### config.mk
export PLATFORM = sky130hd
export DESIGN_NAME = hbp_host_port
export DESIGN_NICKNAME = d
export VERILOG_FILES = /design/src/hbp_pkg.sv /design/src/hbp_sync.sv /design/src/hbp_phase_div.sv /design/src/hbp_host_port.sv
export SDC_FILE = /design/constraint.sdc
export NUM_CORES = 1
export LEC_CHECK = 0
export ABC_AREA = 1
export BUFFER_PORTS_ARGS = -buffer_cell sky130_fd_sc_hd__buf_4
export CORE_MARGIN = 2
export CORE_UTILIZATION = 59
export CTS_CLUSTER_SIZE = 40
export DETAILED_ROUTE_END_ITERATION = 8
export GPL_ROUTABILITY_DRIVEN = 0
export GPL_TIMING_DRIVEN = 0
export PLACE_DENSITY = 0.86
export SYNTH_ARGS = -nofsm -noshare
export SYNTH_HDL_FRONTEND = slang
export SYNTH_HIERARCHICAL = 1
export SYNTH_SLANG_ARGS = --single-unit
export TNS_END_PERCENT = 1
### constraint.sdc
create_clock -name clk_sys -period 6.6 [get_ports clk_sys]
set_input_delay 1.32 -clock clk_sys [delete_from_list [all_inputs] [get_ports clk_sys]]
set_output_delay 1.32 -clock clk_sys [all_outputs]
set_load 0.005 [all_outputs]
### src/hbp_pkg.sv
// Shared constants and carrier types for the host bus port.
package hbp_pkg;
   localparam int ADDR_W = 22;
   localparam int DATA_W = 16;
   localparam int REG_BLOCK_BYTES = 128;
   localparam int REG_OFS_W = $clog2(REG_BLOCK_BYTES);
   localparam int REG_IDX_W = REG_OFS_W - 1;
   localparam int PHASE_DIV = 2;
   localparam logic [1:0] WRITE_WAIT_STATES = 2'h2;
   localparam logic SYNC_MODE_PIN_LEVEL = 1'h1;
   localparam logic MIO_MEMORY = 1'h1;

   typedef struct packed {
      logic chipSelectN;
      logic readStrobeN;
      logic writeStrobeN;
      logic memOrIoSelect;
      logic upperByteSelectN;
      logic [ADDR_W-1:0] addr;
      logic [DATA_W-1:0] data;
   } hbp_host_pins_type;

   typedef struct packed {
      logic [ADDR_W-1:0] addr;
      logic [DATA_W-1:0] data;
      logic addrOe;
      logic dataOe;
      logic ctrlOe;
      logic readStrobeN;
      logic writeStrobeN;
      logic memOrIoSelect;
      logic upperByteSelectN;
   } hbp_host_drive_type;

   typedef struct packed {
      logic valid;
      logic write;
      logic [ADDR_W-1:0] addr;
      logic [DATA_W-1:0] data;
   } hbp_int_req_type;

   typedef struct packed {
      logic wrEn;
      logic rdEn;
      logic [REG_IDX_W-1:0] wordIdx;
      logic [DATA_W-1:0] wdata;
   } hbp_reg_access_type;

   typedef struct packed {
      logic req;
      logic write;
      logic [ADDR_W-1:0] addr;
      logic [DATA_W-1:0] wdata;
      logic lowByteWriteStrobeN;
      logic highByteWriteStrobeN;
   } hbp_gm_access_type;

   typedef enum logic [1:0] {
      S_IDLE = 2'b00,
      S_WRWAIT = 2'b01,
      S_RDWAIT = 2'b10,
      S_ACK = 2'b11
   } hbp_slave_state_type;

   typedef enum logic [1:0] {
      M_IDLE = 2'b00,
      M_REQ = 2'b01,
      M_DRIVE = 2'b10,
      M_RELEASE = 2'b11
   } hbp_master_state_type;
endpackage

### src/hbp_sync.sv
// Two-stage synchroniser for a bundle of asynchronous pin levels.
module hbp_sync #(
   parameter int W = 1
) (
   input wire logic clk_sys,
   input wire logic srst,
   input wire logic [W-1:0] pinIn,
   input wire logic [W-1:0] resetLevel,
   output logic [W-1:0] syncOut
);
   typedef struct packed {
      logic [W-1:0] stage1;
      logic [W-1:0] stage2;
   } hbp_sync_state_type;

   hbp_sync_state_type st;
   hbp_sync_state_type next_st;

   // The first stage feeds only the second stage.
   always_comb begin
      next_st.stage1 = pinIn;
      next_st.stage2 = st.stage1;
   end

   // The reset value is a constant tie at the instance, never a live signal.
   always_ff @(posedge clk_sys) begin
      if (srst) begin
         st.stage1 <= resetLevel;
         st.stage2 <= resetLevel;
      end else begin
         st <= next_st;
      end
   end

   assign syncOut = st.stage2;
endmodule

### src/hbp_phase_div.sv
// Divider giving the internal system clock rate as a one-cycle enable.
module hbp_phase_div #(
   parameter int RATIO = 2
) (
   input wire logic clk_sys,
   input wire logic srst,
   output logic phaseTick
);
   typedef struct packed {
      logic [$clog2(RATIO)-1:0] count;
      logic tick;
   } hbp_div_state_type;

   localparam logic [$clog2(RATIO)-1:0] LAST = ($clog2(RATIO))'(RATIO - 1);

   hbp_div_state_type st;
   hbp_div_state_type next_st;

   always_comb begin
      next_st = st;
      next_st.tick = (st.count == LAST);
      next_st.count = (st.count == LAST) ? '0 : st.count + 1'b1;
   end

   always_ff @(posedge clk_sys) begin
      if (srst) begin
         st <= '0;
      end else begin
         st <= next_st;
      end
   end

   assign phaseTick = st.tick;
endmodule

### src/hbp_host_port.sv
// Host bus port: slave access decode, byte pairing and bus master handshake.

//////////////////////////////////////////////////////////////////////////////
module hbp_host_port import hbp_pkg::*; (
   input wire logic clk_sys,
   input wire logic srst,
   input wire hbp_host_pins_type hostPins,
   input wire logic hold_grant_in,
   input wire logic extBusReady,
   input wire logic [ADDR_W-1:0] gfxMemLimit,
   input wire logic [ADDR_W-1:REG_OFS_W] regBlockBase,
   input wire logic regBlockIsIo,
   input wire logic host_width_select,
   input wire hbp_int_req_type intReq,
   output logic intReqToGraphics,
   output logic intDone,
   output logic [DATA_W-1:0] intRdata,
   output hbp_reg_access_type regAccess,
   input wire logic [DATA_W-1:0] regRdata,
   output hbp_gm_access_type gmAccess,
   input wire logic gmDone,
   input wire logic [DATA_W-1:0] gmRdata,
   output hbp_host_drive_type hostDrive,
   output logic bus_request_out,
   output logic master_bus_enable,
   output logic slave_cycle_enable,
   output logic syncModeActive
);
   typedef struct packed {
      hbp_slave_state_type slaveSt;
      hbp_master_state_type masterSt;
      logic [1:0] waitCnt;
      logic readIsReg;
      logic slaveRead;
      logic lowValid;
      logic [7:0] lowByte;
      logic [ADDR_W-1:1] lowAddr;
      logic syncMode;
      logic [2:0] prevReset;
      logic prevRd;
      logic prevWr;
      logic prevGrant;
      logic [DATA_W-1:0] slaveData;
      hbp_int_req_type mReq;
      logic [DATA_W-1:0] mRdata;
      logic mDone;
      hbp_reg_access_type regOp;
      hbp_gm_access_type gm;
   } hbp_port_state_type;

   hbp_port_state_type st;
   hbp_port_state_type next_st;
   hbp_host_pins_type host;
   logic [1:0] grantSync;
   logic phaseTick;
   logic rdCmd;
   logic wrCmd;
   logic grantSeen;
   logic regHit;
   logic gmHit;
   logic wide;
   logic isOdd;

   //////////////////////////////////////////////////////////////////////////
   hbp_sync #(
      .W($bits(hbp_host_pins_type))
   ) u_host_sync (
      .clk_sys(clk_sys),
      .srst(srst),
      .pinIn(hostPins),
      .resetLevel({5'h1e, {ADDR_W{1'b0}}, {DATA_W{1'b0}}}),
      .syncOut(host)
   );

   hbp_sync #(
      .W(2)
   ) u_grant_sync (
      .clk_sys(clk_sys),
      .srst(srst),
      .pinIn({hold_grant_in, extBusReady}),
      .resetLevel(2'h0),
      .syncOut(grantSync)
   );

   hbp_phase_div #(
      .RATIO(PHASE_DIV)
   ) u_phase (
      .clk_sys(clk_sys),
      .srst(srst),
      .phaseTick(phaseTick)
   );

   //////////////////////////////////////////////////////////////////////////
   // Asynchronous mode demands two agreeing samples, trading a phase of
   // latency for immunity to a strobe caught mid-transition.
   always_comb begin
      rdCmd = !host.chipSelectN && !host.readStrobeN;
      wrCmd = !host.chipSelectN && !host.writeStrobeN;
      if (!st.syncMode) begin
         rdCmd = rdCmd && st.prevRd;
         wrCmd = wrCmd && st.prevWr;
      end
      grantSeen = st.syncMode ? grantSync[1] : (grantSync[1] && st.prevGrant);
      regHit = (host.addr[ADDR_W-1:REG_OFS_W] == regBlockBase)
         && (host.memOrIoSelect == (regBlockIsIo ? !MIO_MEMORY : MIO_MEMORY));
      gmHit = !regHit && (host.memOrIoSelect == MIO_MEMORY)
         && (host.addr < gfxMemLimit);
      wide = host_width_select;
      isOdd = host.addr[0] && !wide;
   end

   //////////////////////////////////////////////////////////////////////////
   always_comb begin
      next_st = st;
      next_st.prevReset = {st.prevReset[1:0], srst};
      next_st.regOp.wrEn = 1'b0;
      next_st.regOp.rdEn = 1'b0;
      next_st.mDone = 1'b0;
      // The strap is taken two clocks after release, when the pin synchroniser
      // holds real pin samples instead of its reset level.
      if (st.prevReset[2] && !st.prevReset[1]) begin
         next_st.syncMode = (host.upperByteSelectN == SYNC_MODE_PIN_LEVEL);
      end
      // Read data is caught on any clock, since memory may answer between ticks.
      if (st.gm.req && gmDone) begin
         next_st.gm.req = 1'b0;
         next_st.gm.lowByteWriteStrobeN = 1'b1;
         next_st.gm.highByteWriteStrobeN = 1'b1;
         if (!st.gm.write) begin
            next_st.slaveData = gmRdata;
         end
      end
      if (phaseTick) begin
         next_st.prevRd = !host.chipSelectN && !host.readStrobeN;
         next_st.prevWr = !host.chipSelectN && !host.writeStrobeN;
         next_st.prevGrant = grantSync[1];
         // Slave engine runs regardless of the master engine's wait for grant.
         unique case (st.slaveSt)
            S_IDLE: begin
               if (st.masterSt != M_DRIVE && (rdCmd || wrCmd) && (regHit || gmHit)) begin
                  next_st.slaveRead = rdCmd;
                  next_st.readIsReg = regHit;
                  if (wrCmd) begin
                     next_st.slaveSt = S_WRWAIT;
                     next_st.waitCnt = 2'h1;
                     if (regHit && (wide || !host.addr[0])) begin
                        if (wide) begin
                           next_st.regOp.wrEn = 1'b1;
                           next_st.regOp.wdata = host.data;
                        end else begin
                           next_st.lowValid = 1'b1;
                           next_st.lowByte = host.data[7:0];
                           next_st.lowAddr = host.addr[ADDR_W-1:1];
                        end
                     end else if (regHit) begin
                        if (st.lowValid && st.lowAddr == host.addr[ADDR_W-1:1]) begin
                           next_st.regOp.wrEn = 1'b1;
                           next_st.regOp.wdata = {host.data[15:8], st.lowByte};
                        end
                        next_st.lowValid = 1'b0;
                     end else begin
                        next_st.gm.req = 1'b1;
                        next_st.gm.write = 1'b1;
                        next_st.gm.addr = host.addr;
                        next_st.gm.wdata = host.data;
                        next_st.gm.lowByteWriteStrobeN = host.addr[0];
                        next_st.gm.highByteWriteStrobeN = host.upperByteSelectN;
                     end
                  end else begin
                     next_st.slaveSt = S_RDWAIT;
                     if (regHit) begin
                        next_st.regOp.rdEn = 1'b1;
                     end else begin
                        next_st.gm.req = 1'b1;
                        next_st.gm.write = 1'b0;
                        next_st.gm.addr = host.addr;
                     end
                  end
                  next_st.regOp.wordIdx = host.addr[REG_OFS_W-1:1];
                  if (wide) begin
                     next_st.regOp.wordIdx = host.addr[REG_OFS_W-1:1];
                  end
               end
            end
            S_WRWAIT: begin
               next_st.waitCnt = st.waitCnt + 2'h1;
               if (st.waitCnt == WRITE_WAIT_STATES) begin
                  next_st.slaveSt = S_ACK;
               end
            end
            S_RDWAIT: begin
               if (st.readIsReg) begin
                  next_st.slaveData = regRdata;
                  next_st.slaveSt = S_ACK;
               end else if (!st.gm.req || gmDone) begin
                  next_st.slaveSt = S_ACK;
               end
            end
            S_ACK: begin
               if (!rdCmd && !wrCmd) begin
                  next_st.slaveSt = S_IDLE;
               end
            end
         endcase
         unique case (st.masterSt)
            M_IDLE: begin
               if (intReq.valid && intReq.addr >= gfxMemLimit) begin
                  next_st.mReq = intReq;
                  next_st.masterSt = M_REQ;
               end
            end
            M_REQ: begin
               if (grantSeen) begin
                  next_st.masterSt = M_DRIVE;
               end
            end
            M_DRIVE: begin
               if (!grantSeen) begin
                  next_st.masterSt = M_RELEASE;
               end else if (grantSync[0]) begin
                  next_st.mRdata = host.data;
                  next_st.mDone = 1'b1;
                  next_st.masterSt = M_RELEASE;
               end
            end
            M_RELEASE: begin
               next_st.masterSt = M_IDLE;
            end
         endcase
         if (isOdd && st.slaveSt == S_IDLE) begin
            next_st.regOp.wordIdx = host.addr[REG_OFS_W-1:1];
         end
      end
   end

   //////////////////////////////////////////////////////////////////////////
   always_ff @(posedge clk_sys) begin
      if (srst) begin
         st <= '0;
         st.prevReset <= '1;
         st.syncMode <= 1'b1;
         st.gm.lowByteWriteStrobeN <= 1'b1;
         st.gm.highByteWriteStrobeN <= 1'b1;
      end else begin
         st <= next_st;
      end
   end

   //////////////////////////////////////////////////////////////////////////
   // An aborted master cycle gives no done pulse; the requester keeps
   // its request up and the engine asks for the bus again.
   always_comb begin
      hostDrive = '0;
      hostDrive.readStrobeN = 1'b1;
      hostDrive.writeStrobeN = 1'b1;
      hostDrive.upperByteSelectN = 1'b1;
      hostDrive.addr = st.mReq.addr;
      hostDrive.data = st.slaveData;
      if (st.masterSt == M_DRIVE) begin
         hostDrive.addrOe = 1'b1;
         hostDrive.ctrlOe = 1'b1;
         hostDrive.dataOe = st.mReq.write;
         hostDrive.data = st.mReq.data;
         hostDrive.readStrobeN = st.mReq.write;
         hostDrive.writeStrobeN = !st.mReq.write;
         hostDrive.memOrIoSelect = MIO_MEMORY;
         hostDrive.upperByteSelectN = 1'b0;
      end else if (st.slaveSt == S_ACK && st.slaveRead) begin
         hostDrive.dataOe = 1'b1;
      end
   end

   assign bus_request_out = (st.masterSt == M_REQ) || (st.masterSt == M_DRIVE);
   assign master_bus_enable = (st.masterSt == M_DRIVE);
   assign slave_cycle_enable = (st.slaveSt == S_ACK);
   assign intReqToGraphics = intReq.valid && (intReq.addr < gfxMemLimit);
   assign intDone = st.mDone;
   assign intRdata = st.mRdata;
   assign regAccess = st.regOp;
   assign gmAccess = st.gm;
   assign syncModeActive = st.syncMode;
endmodule

# ---- After elaboration in Yosys (flattened, before gate mapping)
# Index checks and enable logic that the tools add are counted.
dict set report totals {
  register_bits 276
  input_bits 159
  output_inout_bits 133
  wordCells 195
}
dict set report classes {
  n_addsub 2
  magnitude_cmp 3
  n_eq_ne 24
  n_mux 61
  bitwise_logic 9
  reduce_logical 59
}
# operator count
set op_table {}
lappend op_table {{two-way mux 16 bit} 9}
lappend op_table {{two-way mux 143 bit} 1}
lappend op_table {{two-way mux 142 bit} 1}
lappend op_table {{two-way mux 66 bit} 2}
lappend op_table {{two-way mux 42 bit} 2}
lappend op_table {{two-way mux 40 bit} 2}
lappend op_table {{two-way mux 17 bit} 4}
lappend op_table {{two-way mux 30 bit} 2}
lappend op_table {{two-way mux 24 bit} 2}
lappend op_table {{< comparator 22 bit} 2}
lappend op_table {{two-way mux 34 bit} 1}
lappend op_table {{two-way mux 29 bit} 1}
lappend op_table {{two-way mux 2 bit} 12}
lappend op_table {{AND reduction 6 bit} 4}
lappend op_table {{>= comparator 22 bit} 1}
lappend op_table {{== test 21 bit} 1}
lappend op_table {{logical AND 1 bit} 20}
lappend op_table {{inequality test 2 bit, second input constant} 10}
lappend op_table {{two-way mux 18 bit} 1}
lappend op_table {{two-way mux 1 bit} 16}
lappend op_table {{case mux 2 bit (4 select lines)} 2}
lappend op_table {{== test 15 bit} 1}
lappend op_table {{AND reduction 4 bit} 3}
lappend op_table {{logical NOT 1 bit} 11}
lappend op_table {{21 further kinds} 47}

# ---- Logic depth before layout (Yosys ltp)
dict set report logic_depth {
  word_depth 13
  mapped_depth 19
  mapped_depth_nobuf 17
}

# ---- Modules after synthesis
# The synthesis kept the hierarchy.
# module instances cells_per_inst area_per_inst_um2 seq_area_each_um2
set by_module_without_submodules {}
lappend by_module_without_submodules {hbp_host_port 1 1613 10664.0 3663.5}
lappend by_module_without_submodules {{hbp_sync at u_host_sync} 1 316 2638.8 1721.7}
lappend by_module_without_submodules {{hbp_sync at u_grant_sync} 1 15 121.4 80.1}
lappend by_module_without_submodules {hbp_phase_div 1 5 53.8 40.0}

# ---- Worst setup path before layout
# OpenSTA, ideal clock, no wires.
dict set report synth_timing {
  path_type {input to output}
  start {input port gfxMemLimit[13]}
  end {output port intReqToGraphics}
  arrival_time_ns 2.201
  required_ns 5.280
  path_slack_ns 3.079
  cell_stages 9
  path_buffers 0
  path_cell_list {inv_1 -> ha_1 -> nand2_1 -> nor2_1 -> nand4_1 -> nor2_1 -> nand2_1 -> nand3_1 -> nor2_1}
}
dict set report synth_between {
  elab_chain_cells 2
}
# item line
set synth_rtl {}
lappend synth_rtl {{start, declared} hbp_host_port.sv:10} ;# input wire logic [ADDR_W-1:0] gfxMemLimit,
lappend synth_rtl {{< comparator 22 bit} hbp_host_port.sv:276} ;# assign intReqToGraphics = intReq.valid && (intReq.addr < gfxMemLimit);
lappend synth_rtl {{logical AND 1 bit} hbp_host_port.sv:276}
lappend synth_rtl {{end, declared} hbp_host_port.sv:15} ;# output logic intReqToGraphics,
# No other way between the ends.

==> run metrics <==
Max Clock Freq 0.242 GHz; CTS tree yes; Post-synth ARST share 0%; CTS buffer count 28; wire per inst 15.3 um; crit-path max FO 10; pwr/cell area 226 nW/um^2; DRT Pass-1 Iters 6; RSZ-0062 raised after global routing no; initial antenna violation count 0; most used cell, CP clkbuf_1; critical path, cell by cell inv_1 -> ha_1 -> clkbuf_1 -> inv_1 -> clkbuf_1 -> clkbuf_1 -> nand2_1 -> nand2_1 -> buf_4; Synth Instances 1949; reg-to-reg endpoint gmAccess[33]; via/cell ratio 5.07; CTS Hold Bufs 0; Yosys warning total 6; most common library cells after synthesis nand2_1, nor2_1, dfxtp_1, inv_1, buf_4; die height 155 um; Data arrival, critical path 2800 ps; Post-synth top flop dfxtp_1; hold violation count in the final report 0; #FFs+latches synth 275; all-layer global routing usage 32.8%; GRT Residual Overflow 0; initial DRC count 893; number of global-route vias before repair 13050; leakage 9.26 nW; post-CTS setup buffer count 0; status finished, final reports clean; Worst-path clk slew 60 ps; fin cells 2616; Slew Viols, Final 0; Die Wd 155 um; proportion of layout cells with a drive suffix above 1 22.9%; Clock Sink Count 275; post-synth design cell area 13500 um^2; R2R setup slack 3950 ps; Final ANT Viol Nets 0; top-level port count 292; Max Cap Violations 0; Required @ worst endpoint 5280 ps; first-pass GRT wire length 63.1 mm; Slew @ Worst Pin 813 ps; Sum Neg Setup Slack 0 ps; Avg Synthesized Cell Area 6.92 um^2; Yosys top cell area share 40.8%; initial core utilization 59.9%; Post-Place Cells 2568; final period utilization 62.5%; Core Util, Final 76.1%; Max stage delay on crit path 400 ps; final WL 40.1 mm; CP bufs+invs 6; CORE AREA 22500 um^2; family with the most delay on the worst path buffers and inverters; Slew HR 45.8%; Worst setup SP type register; Finish-stage setup viols 0; sw frac 25.2%; Comb power frac 12.0%; top-count cell post-synth nand2_1; DP Wirelength 30.8 mm; largest net degree at the start of global routing 14; clock skew 15.0 ps; largest cells by area after synthesis dfxtp_1, nand2_1, nor2_1, buf_4, inv_1; Hold Crit Class register to register; Post-synth EDFFs 0; clk buf depth 3; # DRC 0; Worst setup EP type output port; die area 24100 um^2; Reg2Reg Depth 15; Clock Latency Late Sink 550 ps; routed via count 13273; Sw Pwr 978 uW; RR Startpoint u_host_sync/syncOut[35]; root buf cell clkbuf_16; Netlist cell types 38; port bufs 291; WP depth 9; Critical Path Source st[180]; Area Growth Syn to Fin 27.0%; H-tree depth 1; post-CTS resize count 0; critical path endpoint hostDrive[21]; Max rail drop VDD 170 uV; ant diodes 0; Setup CP Type register to output port; Final #Nets 2524; Internal 2.90 mW; Tmin final 4120 ps; Synth area leader dfxtp_1; row count 55; register area share after synthesis 40.8%; CP max-delay cell clkbuf_1; register share of total power 46.1%; Clock power frac 41.9%
## cell families (layout without fill, tap and decap cells)
logic type,after synthesis,after routing,synth area share [%]
buf+inv,384,723,14.8
mux,16,16,1.34
flops,275,275,40.8
xor+xnor,4,4,0.260
compound gates,198,198,7.79
simple gates,1018,1018,30.1
fa+ha+maj,52,52,4.83
other cells,2,45,0.0557
## through the flow
stage	cell area, um^2	hold slack, ps	power, mW	setup slack, ps
after CTS	17100	410	3.86	2480
after detailed placement	16200	403	2.27	2610
final	17100	408	3.87	2480
after floorplan	13600	388	2.06	3080
after global routing	17100	431	4.00	2310
after global placement	16200	391	2.25	2660
## final cells by class
type | count | area [um^2]
Tap cell | 285 | 357
Fill cell | 1684 | 5380
Clock buffer | 39 | 813
Sequential cell | 275 | 5510
Inverter | 202 | 761
Clock inverter | 9 | 126
Buffer | 182 | 1230
Multi-Input combinational cell | 1333 | 6140
Timing Repair Buffer | 291 | 2180
## registers in the layout, indices dropped and copies added (netlist names), 2 cells and up
signal                cells
next_st                   2
u_host_sync/next_st      43
u_host_sync/syncOut      43
u_grant_sync/next_st      2
hostDrive                22
st                       75
regAccess                24
gmAccess                 42
u_grant_sync/syncOut      2
intRdata                 16
## power by group through the flow
stage / sequential (mW) / combinational, mW / clock (mW)
2_1_floorplan: 1.79 / 0.273 / 0
3_3_place_gp: 1.82 / 0.435 / 0
3_5_place_dp: 1.82 / 0.452 / 0
4_1_cts: 1.78 / 0.457 / 1.62
5_1_grt: 1.79 / 0.520 / 1.69
6_report: 1.79 / 0.464 / 1.62
## placed cells by master, fill, tap and decap left out, drive strengths merged
cell type / count
o2111ai: 3
inv: 202
o21ai: 101
xor2: 4
clkinv: 5
o21bai: 11
ha: 52
conb: 45
and3: 2
clkinvlp: 1
nand3: 44
or2: 4
dfxtp: 275
nand4: 11
nand2: 648
clkbuf: 75
a21o: 1
mux2: 16
nor2: 290
and2: 1
o21a: 2
buf: 437
a21oi: 78
nor3b: 2
bufinv: 3
a211oi: 2
nor3: 16
## worst min path at each step
stage / end / startpoint / cells after the start / slack (ps)
global placement: next_st[144] / next_st[143] / 1 / 390
global route: next_st[144] / next_st[143] / 1 / 430
CTS: u_phase/next_st[0] / u_phase/next_st[0] / 1 / 410
detailed placement: u_phase/next_st[0] / u_phase/next_st[0] / 1 / 400
floorplan: u_phase/next_st[0] / u_phase/next_st[0] / 1 / 390
finish: u_phase/next_st[0] / u_phase/next_st[0] / 1 / 410
## routing by layer
| metal | part of all wire [%] | track usage, % |
|---|---|---|
| met1 | 37 | 37.7 |
| met2 | 49 | 57.7 |
| met3 | 8.6 | 6.38 |
| met4 | 5.3 | 17.0 |
| met5 | 0 | 0 |
(Power assumes the default switching activity.)
